`src/rtl/afi_pkg.sv`:
```
// constants for the converter fifo and input interrupt logic
package afi_pkg;
	// register addresses on the serial register bus
	localparam logic [7:0] ADDR_FIFO_CTRL = 8'h15;
	localparam logic [7:0] ADDR_IN_EN     = 8'h16;
	localparam logic [7:0] ADDR_STATUS    = 8'h17;
	// fifo control field positions
	localparam int CTRL_CLEAR_BIT = 0;
	localparam int CTRL_LVL_LSB   = 1;
	localparam int CTRL_OVW_BIT   = 6;
	// input enable field positions
	localparam int EN_CH_LSB = 0;
	localparam int EN_RDY_BIT = 7;
	// status field positions
	localparam int STAT_CH_LSB  = 0;
	localparam int STAT_LVL_LSB = 9;
	localparam int STAT_OVW_BIT = 14;
	// widths and counts
	localparam int NUM_CH     = 6;
	localparam int NUM_LVL    = 5;
	localparam int FIFO_DEPTH = 64;
	localparam int LEVEL_W    = 7;
	localparam int REG_W      = 8;
	localparam int STAT_W     = 16;
	// reset values
	localparam logic [REG_W-1:0]  CTRL_RESET  = 8'h00;
	localparam logic [REG_W-1:0]  IN_EN_RESET = 8'h00;
	localparam logic [STAT_W-1:0] RDATA_IDLE  = 16'h0000;
	// fill thresholds in eighths of the depth: 1, 2, 4, 6, 7
	localparam int LVL_EIGHTHS [NUM_LVL] = '{1, 2, 4, 6, 7};
endpackage

```
`src/rtl/afi_irq_logic.sv`:
```
// fifo clear, input interrupt enables and interrupt status of the converter
// What this block does
// writing one to clear bit empties fifo
// channel enable bits allow out-of-range interrupts
// channel flags set on event, clear on read
// fifo level flags track usage, never latched
// level flag drops when usage falls below
// level flags at 1/8,2/8,4/8,6/8,7/8 full
// overwrite flag sets when unread data lost
// interrupt pin asserts on enabled fifo condition
`timescale 1ns/100ps
module afi_irq_logic
	import afi_pkg::*;
#(
	parameter int DEPTH = FIFO_DEPTH
)
(
	input  wire logic                 clk_in,
	input  wire logic                 rst_n_in,
	input  wire logic                 reg_wr_in,
	input  wire logic                 reg_rd_in,
	input  wire logic [7:0]           reg_addr_in,
	input  wire logic [REG_W-1:0]     reg_wdata_in,
	input  wire logic [LEVEL_W-1:0]   fifo_level_in,
	input  wire logic                 fifo_overwrite_in,
	input  wire logic [NUM_CH-1:0]    channel_out_of_range_in,
	output logic [STAT_W-1:0]         reg_rdata_out,
	output logic                      fifo_clear_out,
	output logic                      data_ready_irq_enable_out,
	output logic                      irq_out
);

	logic [REG_W-1:0]   ctrl_q, ctrl_d;
	logic [REG_W-1:0]   in_en_q, in_en_d;
	logic [NUM_CH-1:0]  channel_out_of_range_bits_q, channel_out_of_range_bits_d;
	logic [NUM_LVL-1:0] lvl_q, lvl_d;
	logic               ovw_q, ovw_d;
	logic               clear_q, clear_d;
	logic               irq_q, irq_d;
	logic [STAT_W-1:0]  rdata_q, rdata_d;
	logic               wr_ctrl, wr_en, rd_stat;
	logic [STAT_W-1:0]  status_word;
	logic [NUM_CH-1:0]  chan_hit;

	// decoded strobes, one register per address
	assign wr_ctrl = reg_wr_in && (reg_addr_in == ADDR_FIFO_CTRL);
	assign wr_en   = reg_wr_in && (reg_addr_in == ADDR_IN_EN);
	assign rd_stat = reg_rd_in && (reg_addr_in == ADDR_STATUS);

	// status image as the host sees it; reserved bits read zero
	always_comb
	begin
		status_word = RDATA_IDLE;
		status_word[STAT_CH_LSB +: NUM_CH] = channel_out_of_range_bits_q;
		status_word[STAT_LVL_LSB +: NUM_LVL] = lvl_q;
		status_word[STAT_OVW_BIT] = ovw_q;
	end

	// next state of registers, flags and pins
	always_comb
	begin
		ctrl_d  = ctrl_q;
		in_en_d = in_en_q;
		clear_d = 1'h0;
		if (wr_ctrl)
		begin
			ctrl_d = reg_wdata_in;
			ctrl_d[CTRL_CLEAR_BIT] = 1'h0; // clear is a pulse, reads back zero
			clear_d = reg_wdata_in[CTRL_CLEAR_BIT];
		end
		if (wr_en)
			in_en_d = reg_wdata_in;
		// a new event in the read cycle survives the clear
		channel_out_of_range_bits_d = rd_stat ? '0 : channel_out_of_range_bits_q;
		channel_out_of_range_bits_d = channel_out_of_range_bits_d
			| (channel_out_of_range_in & in_en_q[EN_CH_LSB +: NUM_CH]);
		// level flags are pure compares, recomputed every cycle
		for (int i = 0; i < NUM_LVL; i++)
			lvl_d[i] = (int'(fifo_level_in) * 8 >= LVL_EIGHTHS[i] * DEPTH);
		// overwrite holds only while the fifo stays full
		ovw_d = fifo_overwrite_in
			|| (ovw_q && (int'(fifo_level_in) >= DEPTH) && !clear_q);
		irq_d = (|(lvl_d & ctrl_d[CTRL_LVL_LSB +: NUM_LVL]))
			|| (ovw_d && ctrl_d[CTRL_OVW_BIT])
			|| (|channel_out_of_range_bits_d);
		rdata_d = RDATA_IDLE;
		if (reg_rd_in)
		begin
			unique case (reg_addr_in)
				ADDR_FIFO_CTRL: rdata_d = {8'h00, ctrl_q};
				ADDR_IN_EN:     rdata_d = {8'h00, in_en_q};
				ADDR_STATUS:    rdata_d = status_word;
				default:        rdata_d = RDATA_IDLE; // unmapped reads zero
			endcase
		end
	end

	// register stage
	always_ff @(posedge clk_in)
	begin
		if (!rst_n_in)
		begin
			ctrl_q  <= CTRL_RESET;
			in_en_q <= IN_EN_RESET;
			channel_out_of_range_bits_q <= '0;
			lvl_q   <= '0;
			ovw_q   <= 1'h0;
			clear_q <= 1'h0;
			irq_q   <= 1'h0;
			rdata_q <= RDATA_IDLE;
		end
		else
		begin
			ctrl_q  <= ctrl_d;
			in_en_q <= in_en_d;
			channel_out_of_range_bits_q <= channel_out_of_range_bits_d;
			lvl_q   <= lvl_d;
			ovw_q   <= ovw_d;
			clear_q <= clear_d;
			irq_q   <= irq_d;
			rdata_q <= rdata_d;
		end
	end

	// every output comes straight from a flop
	assign reg_rdata_out = rdata_q;
	assign fifo_clear_out = clear_q;
	assign data_ready_irq_enable_out = in_en_q[EN_RDY_BIT];
	assign irq_out = irq_q;

	// checks
	property p_clear;
		@(posedge clk_in) disable iff (!rst_n_in)
		(wr_ctrl && reg_wdata_in[CTRL_CLEAR_BIT])
			|=> fifo_clear_out && !ctrl_q[CTRL_CLEAR_BIT];
	endproperty
	a_clear: assert property (p_clear) else $error("fifo clear pulse missing");

	// back-to-back clears are legal, so the pulse is checked against its cause
	property p_clear_once;
		@(posedge clk_in) disable iff (!rst_n_in)
		fifo_clear_out |-> $past(wr_ctrl && reg_wdata_in[CTRL_CLEAR_BIT]);
	endproperty
	a_clear_once: assert property (p_clear_once) else $error("stray fifo clear pulse");

	property p_masked;
		@(posedge clk_in) disable iff (!rst_n_in)
		(channel_out_of_range_bits_q == '0 && rd_stat == 1'h0
			&& (channel_out_of_range_in & in_en_q[EN_CH_LSB +: NUM_CH]) == '0)
			|=> channel_out_of_range_bits_q == '0;
	endproperty
	a_masked: assert property (p_masked) else $error("disabled channel set a flag");

	property p_irq_chan;
		@(posedge clk_in) disable iff (!rst_n_in)
		(channel_out_of_range_bits_q != '0) |-> irq_out;
	endproperty
	a_irq_chan: assert property (p_irq_chan) else $error("channel flag without interrupt");

	property p_rd_clear;
		@(posedge clk_in) disable iff (!rst_n_in)
		(rd_stat && channel_out_of_range_in == '0) |=> channel_out_of_range_bits_q == '0;
	endproperty
	a_rd_clear: assert property (p_rd_clear) else $error("status read left flags");

	// enabled events, watched by the set-wins check
	assign chan_hit = channel_out_of_range_in & in_en_q[EN_CH_LSB +: NUM_CH];

	property p_set_wins;
		@(posedge clk_in) disable iff (!rst_n_in)
		(chan_hit != '0)
			|=> ((channel_out_of_range_bits_q & $past(chan_hit)) == $past(chan_hit));
	endproperty
	a_set_wins: assert property (p_set_wins) else $error("channel event lost");

	property p_stat_rsvd;
		@(posedge clk_in) disable iff (!rst_n_in)
		rd_stat |=> (reg_rdata_out[STAT_W-1] == 1'h0);
	endproperty
	a_stat_rsvd: assert property (p_stat_rsvd) else $error("reserved status bit set");

	property p_stable_lvl;
		@(posedge clk_in) disable iff (!rst_n_in)
		(rd_stat && $stable(fifo_level_in)) |=> $stable(lvl_q);
	endproperty
	a_stable_lvl: assert property (p_stable_lvl) else $error("read disturbed levels");

	// half flag alias read by the drop check
	logic reg_rdata_q_half;
	assign reg_rdata_q_half = lvl_q[2];

	property p_drop;
		@(posedge clk_in) disable iff (!rst_n_in)
		(int'(fifo_level_in) * 2 < DEPTH) |=> !reg_rdata_q_half;
	endproperty
	a_drop: assert property (p_drop) else $error("half flag stuck");

	property p_drop_eighth;
		@(posedge clk_in) disable iff (!rst_n_in)
		(int'(fifo_level_in) * 8 < DEPTH) |=> !lvl_q[0];
	endproperty
	a_drop_eighth: assert property (p_drop_eighth) else $error("eighth flag stuck");

	property p_eighth;
		@(posedge clk_in) disable iff (!rst_n_in)
		(int'(fifo_level_in) * 8 >= DEPTH) |=> lvl_q[0];
	endproperty
	a_eighth: assert property (p_eighth) else $error("eighth flag missing");

	property p_lvl_full;
		@(posedge clk_in) disable iff (!rst_n_in)
		(int'(fifo_level_in) * 8 >= LVL_EIGHTHS[NUM_LVL-1] * DEPTH) |=> lvl_q[NUM_LVL-1];
	endproperty
	a_lvl_full: assert property (p_lvl_full) else $error("top level flag missing");

	property p_ovw;
		@(posedge clk_in) disable iff (!rst_n_in)
		fifo_overwrite_in |=> ovw_q;
	endproperty
	a_ovw: assert property (p_ovw) else $error("overwrite flag missing");

	property p_ovw_clear;
		@(posedge clk_in) disable iff (!rst_n_in)
		(fifo_clear_out && !fifo_overwrite_in) |=> !ovw_q;
	endproperty
	a_ovw_clear: assert property (p_ovw_clear) else $error("overwrite flag survived clear");

	property p_irq;
		@(posedge clk_in) disable iff (!rst_n_in)
		(|(lvl_q & ctrl_q[CTRL_LVL_LSB +: NUM_LVL])) |-> irq_out;
	endproperty
	a_irq: assert property (p_irq) else $error("interrupt pin not asserted");

	// no enabled condition means a quiet pin
	property p_irq_off;
		@(posedge clk_in) disable iff (!rst_n_in)
		((lvl_q & ctrl_q[CTRL_LVL_LSB +: NUM_LVL]) == '0
			&& !(ovw_q && ctrl_q[CTRL_OVW_BIT])
			&& channel_out_of_range_bits_q == '0) |-> !irq_out;
	endproperty
	a_irq_off: assert property (p_irq_off) else $error("spurious interrupt");

endmodule

```
`config.mk`:
```
export PLATFORM = sky130hd
export DESIGN_NAME = afi_irq_logic
export DESIGN_NICKNAME = d
export VERILOG_FILES = /design/src/rtl/afi_pkg.sv /design/src/rtl/afi_irq_logic.sv
export SDC_FILE = /design/constraint.sdc
export NUM_CORES = 1
export LEC_CHECK = 0
export BUFFER_PORTS_ARGS = -buffer_cell sky130_fd_sc_hd__buf_4
export CAP_MARGIN = 25
export CORE_MARGIN = 10
export CORE_UTILIZATION = 45
export CTS_CLUSTER_DIAMETER = 50
export DETAILED_ROUTE_END_ITERATION = 16
export PLACE_DENSITY = 0.7
export RECOVER_POWER = 50
export SLEW_MARGIN = 0
export SYNTH_ARGS = -nofsm -noshare
export SYNTH_HDL_FRONTEND = slang
export SYNTH_SLANG_ARGS = --single-unit
```
`constraint.sdc`:
```
create_clock -name clk_in -period 2.8 [get_ports clk_in]
set_clock_uncertainty 0.15 [all_clocks]
set_input_delay 0.56 -clock clk_in [delete_from_list [all_inputs] [get_ports clk_in]]
set_output_delay 0.56 -clock clk_in [all_outputs]
set_load 0.02 [all_outputs]
```
# Yosys cells after proc, flatten, opt, wreduce, memory -nomap -nowiden
# Index checks and enable logic that the tools add are counted.
# totals
out_inout_bits,19
wordCells,38
reg_bits,45
# op_classes
bitwise,3
n_reduce_logical,14
n_lt_le_gt_ge,6
n_eq_ne,3
muxes,3
# op_table
op,n
case mux 15 bit (3 select lines),1
">= comparator 10 x 9 -> 1 bit, second input constant",3
"equality test 8 x 5 -> 1 bit, second input constant",3
">= comparator 10 x 7 -> 1 bit, second input constant",1
">= comparator 10 x 8 -> 1 bit, second input constant",1
">= comparator 7 bit, second input constant",1
two-way mux 7 bit,1
bitwise AND 6 bit,1
logical AND 1 bit,6
two-way mux 6 bit,1
OR 6 bit,1
OR reduction 6 bit,1
bitwise AND 5 bit,1
OR reduction 5 bit,1
AND reduction 2 bit,2
logical OR 1 bit,3
logical NOT 1 bit,1

# Longest topological paths before layout
# Gate-level depths: netlist (run 1).
# logic_depth
ltp_word,7
ltp_mapped,7
depth_no_buf,5

# Worst setup path before layout (run 1)
# OpenSTA, ideal clock, no wires.
# synth_timing
kind,input to register
from,input port reg_addr_in[7]
to,"register irq_q, in the netlist irq_out"
t_required_ps,2530
path_slack_ps,381
t_arrival_ps,2149
cell_stages,6
cell_sequence,or4b_4 nor4b_2 buf_4 mux2i_1 o22ai_1 o31a_1
# synth_between
elab_chain_len,7
word_cells_on_any_way,13
cone_classes,eq/ne: 2; mux: 2; bitwise: 2; reduce/logical: 7
# synth_lines
item,line,source
from (decl),afi_irq_logic.sv:22,"input wire logic [7:0] reg_addr_in,"
equality test 8 x 5 -> 1 bit,afi_irq_logic.sv:46,assign wr_ctrl = reg_wr_in && (reg_addr_in == ADDR_FIFO_CTRL);
logical AND 1 bit,afi_irq_logic.sv:46,
two-way mux 7 bit,afi_irq_logic.sv:65,if (wr_ctrl)
bitwise AND 5 bit,afi_irq_logic.sv:83,irq_d = (|(lvl_d & ctrl_d[CTRL_LVL_LSB +: NUM_LVL]))
OR reduction 5 bit,afi_irq_logic.sv:83,
logical OR 1 bit,afi_irq_logic.sv:84,|| (ovw_d && ctrl_d[CTRL_OVW_BIT])
logical OR 1 bit *,afi_irq_logic.sv:85,|| (|channel_out_of_range_bits_d);
to (signal assigned),afi_irq_logic.sv:120,irq_q <= irq_d;
to (decl),afi_irq_logic.sv:39,"logic irq_q, irq_d;"
# Mark *: on every way between the ends. The rest lies on a longest branch, timed or not.
# A chain may end at the register's enable or synchronous reset.

# Worst setup path after layout (run 1)
# Ends and elaborated chain as after synthesis.

==> results of run 1 <==
==> worst max-delay path, delay by kind of cell <==
| kind | cells | cell delay [ns] |
|---|---|---|
| AND/OR/NAND/NOR | 2 | 0.90 |
| AO/OA/AOI/OAI | 2 | 0.42 |
| buffers and inverters | 2 | 0.34 |
| multiplexers | 1 | 0.30 |
==> report_power, final <==
part	internal, mW	switching, mW	leakage (nW)
Sequential	0.617	0.00148	0.348
Clock	0.178	0.221	0.0443
Combinational	0.0408	0.0343	0.385
Total	0.836	0.256	0.778
==> placed cells by master (no fill, tap or decap), types with 2 or more instances in the layout <==
cell	synthesis	routed
o22ai_1	2	2
and3_1	8	8
a31oi_1	2	2
nor2_1	9	9
dfxtp_1	43	43
nor4_1	2	2
clkinv_4	0	2
conb_1	1	2
buf_4	4	32
mux2_2	5	5
nand2_1	2	2
nor3_1	2	2
nand3b_1	2	2
nor3b_1	2	2
a22oi_1	16	16
clkbuf_1	6	18
clkbuf_8	0	5
nor2b_1	29	29
mux2i_1	16	16
==> cells by family (layout without fill, tap and decap cells) <==
family,after synthesis,count (layout)
and+or+nand+nor,60,60
DFF,43,43
AOI/OAI and AO/OA,25,25
muxes,21,21
buffers and inverters,12,60
other,1,2
==> flip-flops by register name (all words and copies together) (netlist names) <==
register,flops
ovw_q,1
ctrl_q,7
channel_out_of_range_bits_q,6
in_en_q,8
lvl_q,5
irq_out,1
fifo_clear_out,1
reg_rdata_out,14
==> per-layer routing <==
metal,GRT usage,vias up
met5,0,-
met1,0.1431,611
met2,0.2101,34
li1,-,665
met3,0.05568,4
met4,0.02595,0
==> area by class of cell <==
cell class                 count  area, um^2
clock inverter                 3       25.02
sequential                    43       860.8
clock buffer                   5       68.82
fill                         337        1556
inverter                       1       3.754
timing repair buffer          51       315.3
multi-input combinational    108       770.7
tap                           48       60.06
==> how the worst min path moves through the flow <==
stage	to	slack, ns	cells past startpoint
after global routing	reg_rdata_out[9]	0.32	1
after CTS	reg_rdata_out[10]	0.31	1
after floorplan	reg_rdata_out[10]	0.28	1
after global placement	reg_rdata_out[9]	0.29	1
final	reg_rdata_out[10]	0.31	1
after detailed placement	reg_rdata_out[10]	0.29	1
==> results_tabular.tex, run 1 <==
\begin{tabular}{lr}
\hline
Metric & Value \\
\hline
\multicolumn{2}{l}{\textbf{Cells and area}} \\
\quad Final Non-Filler Cells & 259 \\
\quad Layout overhead on the synthesized area & 23.86\% \\
\quad ANT cells & 0 \\
\quad Fraction of layout instances using a drive strength above 1 & 0.2275 \\
\quad Utilization of the core after routing & 0.5748 \\
\quad Final layout net count & 244 \\
\quad Cell area after layout & 0.002105 mm\^{}2 \\
\multicolumn{2}{l}{\textbf{STA}} \\
\quad Setup slack of the critical path after layout & 0.3058 ns \\
\quad TNS Setup & 0 ns \\
\quad Relative slew margins & 0.1944 \\
\quad Period utilization & 0.8908 \\
\quad Final Critical Period & 2.494 ns \\
\quad Unrepaired setup endpoints after global routing & no \\
\quad Worst hold margin & 0.3055 ns \\
\quad Maximum frequency from static timing analysis & 0.4009 GHz \\
\quad Slew at the pin with the worst max-slew slack & 1.208 ns \\
\quad Max-slew violation total from the final report & 0 \\
\quad Number of failing hold endpoints at the final stage & 0 \\
\quad Final-report setup violation count & 0 \\
\multicolumn{2}{l}{\textbf{Detailed routing}} \\
\quad Detailed-route DRC error count & 0 \\
\quad Detail Route Antenna Nets & 0 \\
\quad Total length of routed wires & 4.040 mm \\
\quad Number of iterations in the first detailed-routing pass & 4 \\
\quad Max Used Layer & met4 \\
\quad Routed met3 length & 293 um \\
\quad Vias/cell & 5.073 \\
\quad Routed length per placed instance & 15.60 um \\
\quad Via count of the routed design & 1,314 \\
\quad Wire length the detailed router placed on met1 & 1.740 mm \\
\quad Violation count after the first detailed-route iteration & 109 \\
\quad Met2 Wirelength & 1.972 mm \\
\multicolumn{2}{l}{\textbf{Placed design}} \\
\quad Post-DP HPWL & 3.184 mm \\
\quad Placed cell count & 251 \\
\quad Port Buffer Count & 47 \\
\quad Area post-placement & 0.002088 mm\^{}2 \\
\quad Place WS & 0.08909 ns \\
\quad Weighted congestion at the end of routability-driven global placement & 0.7891 \\
\multicolumn{2}{l}{\textbf{Synthesis}} \\
\quad Count leader, synth & dfxtp\_1 \\
\quad Fraction of the mapped netlist area in adder cells & 0 \\
\quad Count of mapped cells out of synthesis & 162 \\
\quad Portion of netlist area occupied by mux cells & 0.1274 \\
\quad Fraction of the mapped netlist area in compound gates & 0.1127 \\
\quad Cell types with the largest area share after synthesis & dfxtp\_1 51\%, nor2b\_1 11\%, mux2i\_1 9.4\% \\
\quad Register area share after synthesis & 0.5066 \\
\quad Number of synthesized flops with an enable pin & 0 \\
\quad Largest family of logic cells by synthesized area & simple AND/OR/NAND/NOR gates \\
\quad Register bit count reported by yosys & 43 \\
\quad Synthesized area divided by synthesized cell count & 10.49 um\^{}2 \\
\quad Number of distinct standard cells referenced by the synthesized netlist & 28 \\
\quad Yosys top cell by area & dfxtp\_1 \\
\quad Yosys top cell area share & 0.5066 \\
\quad Synth Cell Area & 0.001699 mm\^{}2 \\
\quad Post-synth top cells & 43 x dfxtp\_1, 29 x nor2b\_1, 16 x a22oi\_1, 16 x mux2i\_1, 9 x nor2\_1 \\
\quad Ys async rst share & 0 \\
\quad Top flip-flop cell by instance count after synthesis & dfxtp\_1 \\
\quad Yosys warnings & 0 \\
\quad Area share of and/or/nand/nor cells after synthesis & 0.2150 \\
\quad Fraction of synthesized cell area in xor and xnor cells & 0 \\
\multicolumn{2}{l}{\textbf{Worst setup path}} \\
\quad Reg-to-reg critical path endpoint & irq\_out \\
\quad Largest stage delay on the critical path & 0.59 ns \\
\quad Nature of the critical path endpoint & register \\
\quad Worst path cell trace & clkbuf\_4, or4b\_1, nor4b\_1, buf\_4, mux2i\_1, o22ai\_1, o31a\_1 \\
\quad FF-to-FF path depth & 5 \\
\quad Worst EP arrival & 2.53 ns \\
\quad Path type of the worst setup path & in2reg \\
\quad Critical path's slowest cell & or4b\_1 \\
\quad Startpoint types & input port \\
\quad R2R setup slack & 1.30 ns \\
\quad Worst setup endpoint & irq\_out \\
\quad Worst reg2reg path startpoint & channel\_out\_of\_range\_bits\_q[2] \\
\quad Required time of the critical path & 2.84 ns \\
\quad Largest fanout on the critical path & 8 \\
\quad Launching element of the worst setup path & reg\_addr\_in[7] \\
\multicolumn{2}{l}{\textbf{Clock network}} \\
\quad Number of hold-repair buffers added at the cts stage & 0 \\
\quad CTS tree & yes \\
\quad Number of clock sinks & 43 \\
\quad Clock root cell & clkbuf\_8 \\
\quad Clock edge transition at the registers on the reported setup and hold paths & 0.09 ns \\
\quad Inserted Clock Buffers & 5 \\
\quad H-tree levels & 2 \\
\quad Skew-Pair Late Insertion Delay & 0.30 ns \\
\quad Quantity of gates resized following cts & 0 \\
\quad Buffer levels on the longest clock path & 2 \\
\quad Number of buffers inserted to repair setup after CTS & 0 \\
\multicolumn{2}{l}{\textbf{Pwr}} \\
\quad Power Density & 519.0 mW/mm\^{}2 \\
\quad VDD IR max & 0.4090 mV \\
\quad Total power after layout & 1.092 mW \\
\quad Leakage power & 0.7778 nW \\
\multicolumn{2}{l}{\textbf{Floorplan}} \\
\quad Initial cell density of the core & 0.4641 \\
\quad Area of the core & 0.003661 mm\^{}2 \\
\quad Chip Height & 81.45 um \\
\quad Top-Level Pins & 53 \\
\quad Floorplan die width & 81.45 um \\
\quad Die Footprint & 0.006633 mm\^{}2 \\
\quad Site Rows & 22 \\
\multicolumn{2}{l}{\textbf{Global routing}} \\
\quad Total gr overflow & 0 \\
\quad Pin count of the biggest net entering global routing & 37 \\
\quad Global-route usage over all layers & 0.1248 \\
\quad Global-route wire length before repair & 6.520 mm \\
\quad Number of global-route vias before repair & 1,370 \\
\quad Number of antenna violations at the first check in global routing & 0 \\
\multicolumn{2}{l}{\textbf{Min path}} \\
\quad Hold wc startpoint & lvl\_q[1] \\
\quad Path type of the worst min-delay path & reg2reg \\
\multicolumn{2}{l}{\textbf{Flow run}} \\
\quad Max-cap violations & 0 \\
\multicolumn{2}{l}{\textbf{Outcome}} \\
\quad Result of the run & complete, no violations \\
\hline
\end{tabular}
Note: power is estimated with default switching activity, not from simulation.
==> run 2: changes to the inputs <==
CTS_BUF_LIST = sky130_fd_sc_hd__clkbuf_16   (was not set)
==> run 2 against run 1 <==
  * Combinational power hardly changed
  * Final cell count stayed put
  * Register-to-register slack hardly changed
  * Flip-flop and latch count stayed put
  * Sequential power hardly changed
  * Count of clock-buffer cells in the layout stayed put
  * Via count is 0.76% higher
  * Largest power group unchanged
  * Setup slack worse by 0.025 ns
  * Critical path type unchanged
  * Total power is 15% higher
==> results_tabular.tex, run 2 (synthesis gave the netlist of run 1 again) <==
\begin{tabular}{lr}
\hline
Metric & Value \\
\hline
\multicolumn{2}{l}{\textbf{STA}} \\
\quad Maximum frequency from static timing analysis & 0.3970 GHz (-0.99\%) \\
\quad Number of failing hold endpoints at the final stage & 0 (unchanged) \\
\quad Final Critical Period & 2.519 ns (+0.02483 ns) \\
\quad Setup slack of the critical path after layout & 0.2809 ns (-0.02483 ns) \\
\quad Slew at the pin with the worst max-slew slack & 1.160 ns (-0.04802 ns) \\
\quad TNS Setup & 0 ns (unchanged) \\
\quad Relative slew margins & 0.2264 (+0.03201) \\
\quad Unrepaired setup endpoints after global routing & no \\
\quad Final-report setup violation count & 0 (unchanged) \\
\quad Period utilization & 0.8997 (+0.008867) \\
\quad Max-slew violation total from the final report & 0 (unchanged) \\
\multicolumn{2}{l}{\textbf{Cells and area}} \\
\quad Fraction of layout instances using a drive strength above 1 & 0.2275 (unchanged) \\
\quad Count of fill cells added during filler insertion & 330 (-2.1\%) \\
\quad Final layout net count & 244 (unchanged) \\
\quad Commonest non-fill, non-tap cells in the layout & 43 x dfxtp\_1, 32 x buf\_4, 29 x nor2b\_1, 18 x clkbuf\_1 \\
\quad Max FFs per register & 14 (unchanged) \\
\quad Layout overhead on the synthesized area & 27.17\% \\
\quad Leading cell type in the layout, fill and taps excluded & dfxtp\_1 \\
\quad ANT cells & 0 (unchanged) \\
\multicolumn{2}{l}{\textbf{Clock network}} \\
\quad Quantity of gates resized following cts & 0 (unchanged) \\
\quad Number of buffers inserted to repair setup after CTS & 0 (unchanged) \\
\quad Inserted Clock Buffers & 5 (unchanged) \\
\quad Number of clock sinks & 43 (unchanged) \\
\quad Number of hold-repair buffers added at the cts stage & 0 (unchanged) \\
\quad H-tree levels & 2 (unchanged) \\
\quad Clock edge transition at the registers on the reported setup and hold paths & 0.06 ns (-0.03 ns) \\
\quad CTS tree & yes \\
\quad Buffer levels on the longest clock path & 2 (unchanged) \\
\quad Clock root cell & clkbuf\_16 \\
\quad Skew-Pair Late Insertion Delay & 0.28 ns (-0.02 ns) \\
\multicolumn{2}{l}{\textbf{Floorplan}} \\
\quad Initial cell density of the core & 0.4641 (unchanged) \\
\quad Floorplan die width & 81.45 um (unchanged) \\
\quad Site Rows & 22 (unchanged) \\
\quad Top-Level Pins & 53 (unchanged) \\
\quad Chip Height & 81.45 um (unchanged) \\
\quad Area of the core & 0.003661 mm\^{}2 (unchanged) \\
\quad Die Footprint & 0.006633 mm\^{}2 (unchanged) \\
\multicolumn{2}{l}{\textbf{Detailed routing}} \\
\quad Routed length per placed instance & 15.68 um (+0.52\%) \\
\quad Violation count after the first detailed-route iteration & 98 (-10\%) \\
\quad Detailed-route DRC error count & 0 (unchanged) \\
\quad Detail Route Antenna Nets & 0 (unchanged) \\
\quad Vias/cell & 5.112 (+0.76\%) \\
\quad Total length of routed wires & 4.061 mm (+0.52\%) \\
\quad Number of iterations in the first detailed-routing pass & 5 (+1) \\
\quad Via count of the routed design & 1,324 (+0.76\%) \\
\multicolumn{2}{l}{\textbf{Pwr}} \\
\quad VDD IR max & 0.5004 mV (+22\%) \\
\quad Power Density & 582.1 mW/mm\^{}2 (+12\%) \\
\quad Leakage power & 0.8034 nW (+3.3\%) \\
\multicolumn{2}{l}{\textbf{Placed design}} \\
\quad Post-DP HPWL & 3.184 mm (unchanged) \\
\quad Weighted congestion at the end of routability-driven global placement & 0.7891 (unchanged) \\
\quad Port Buffer Count & 47 (unchanged) \\
\quad Place WS & 0.08909 ns (unchanged) \\
\multicolumn{2}{l}{\textbf{Global routing}} \\
\quad Total gr overflow & 0 (unchanged) \\
\quad Pin count of the biggest net entering global routing & 37 (unchanged) \\
\quad Global-route wire length before repair & 6.555 mm (+0.54\%) \\
\quad Number of antenna violations at the first check in global routing & 0 (unchanged) \\
\quad Number of global-route vias before repair & 1,376 (+0.44\%) \\
\quad Global-route usage over all layers & 0.1272 (+0.002473) \\
\multicolumn{2}{l}{\textbf{Worst setup path}} \\
\quad Worst EP arrival & 2.54 ns (about the same) \\
\quad Largest fanout on the critical path & 8 (unchanged) \\
\quad Nature of the critical path endpoint & register \\
\quad Startpoint types & input port \\
\quad Path type of the worst setup path & in2reg \\
\quad Required time of the critical path & 2.82 ns (-0.02 ns) \\
\multicolumn{2}{l}{\textbf{Min path}} \\
\quad Path type of the worst min-delay path & reg2reg \\
\multicolumn{2}{l}{\textbf{Flow run}} \\
\quad Max-cap violations & 0 (unchanged) \\
\multicolumn{2}{l}{\textbf{Outcome}} \\
\quad Result of the run & complete, no violations \\
\hline
\end{tabular}
[run 2: cell counts in the layout (fill, tap and decap cells not counted)]
No cell type changed its count.
[run 2: per-layer routing]
layer | vias up | GRT usage | wire [um]
met4 | 0 | 0.03633 | 17
li1 | 669 | - | -
met2 | 41 | 0.2117 | 2023
met5 | - | 0 | 0
met1 | 612 | 0.1431 | 1679
met3 | 2 | 0.05895 | 341
[run 2: layout make-up]
type	instances	area (um^2)	share of cell area
flip-flops and latches	43	860.8	0.3984
multi-input cells	108	770.7	0.3567
repair buffers	51	315.3	0.1459
clock buffers	5	125.1	0.05790
well taps	48	60.06	0.02779
clock inverters	3	25.02	0.01158
inverters	1	3.754	0.001737
[run 2: power by group]
part	total [mW]	internal, mW	switching, mW
clock	0.564	0.333	0.231
sequential	0.619	0.618	0.00148
combinational	0.0750	0.0408	0.0342
[run 2: stage by stage]
step,utilization,instance area (um^2),instances,hold slack (ns),power [mW]
global placement,0.5704,2088,251,0.2887,0.7068
finish,0.5902,2161,259,0.2990,1.258
floorplan,-,1703,163,0.2790,0.6650
CTS,0.6114,2238,259,0.2999,1.269
detailed placement,0.5704,2088,251,0.2853,0.7091
global route,0.5902,2161,259,0.3094,1.312
[run 2: path summary, 6_finish.rpt]
check / startpoint / to / slack [ns] / cells past startpoint
min reg2reg: lvl_q[1] / reg_rdata_out[10] / 0.30 / 1
max: reg_addr_in[7] / irq_out / 0.28 / 7
min: lvl_q[1] / reg_rdata_out[10] / 0.30 / 1
max reg2reg: channel_out_of_range_bits_q[2] / irq_out / 1.29 / 5
[run 2: worst max-delay path: stages]
cell	delay (ns)
clkbuf_4	0.10
or4b_1	0.59
nor4b_1	0.31
buf_4	0.24
mux2i_1	0.31
o22ai_1	0.13
o31a_1	0.30
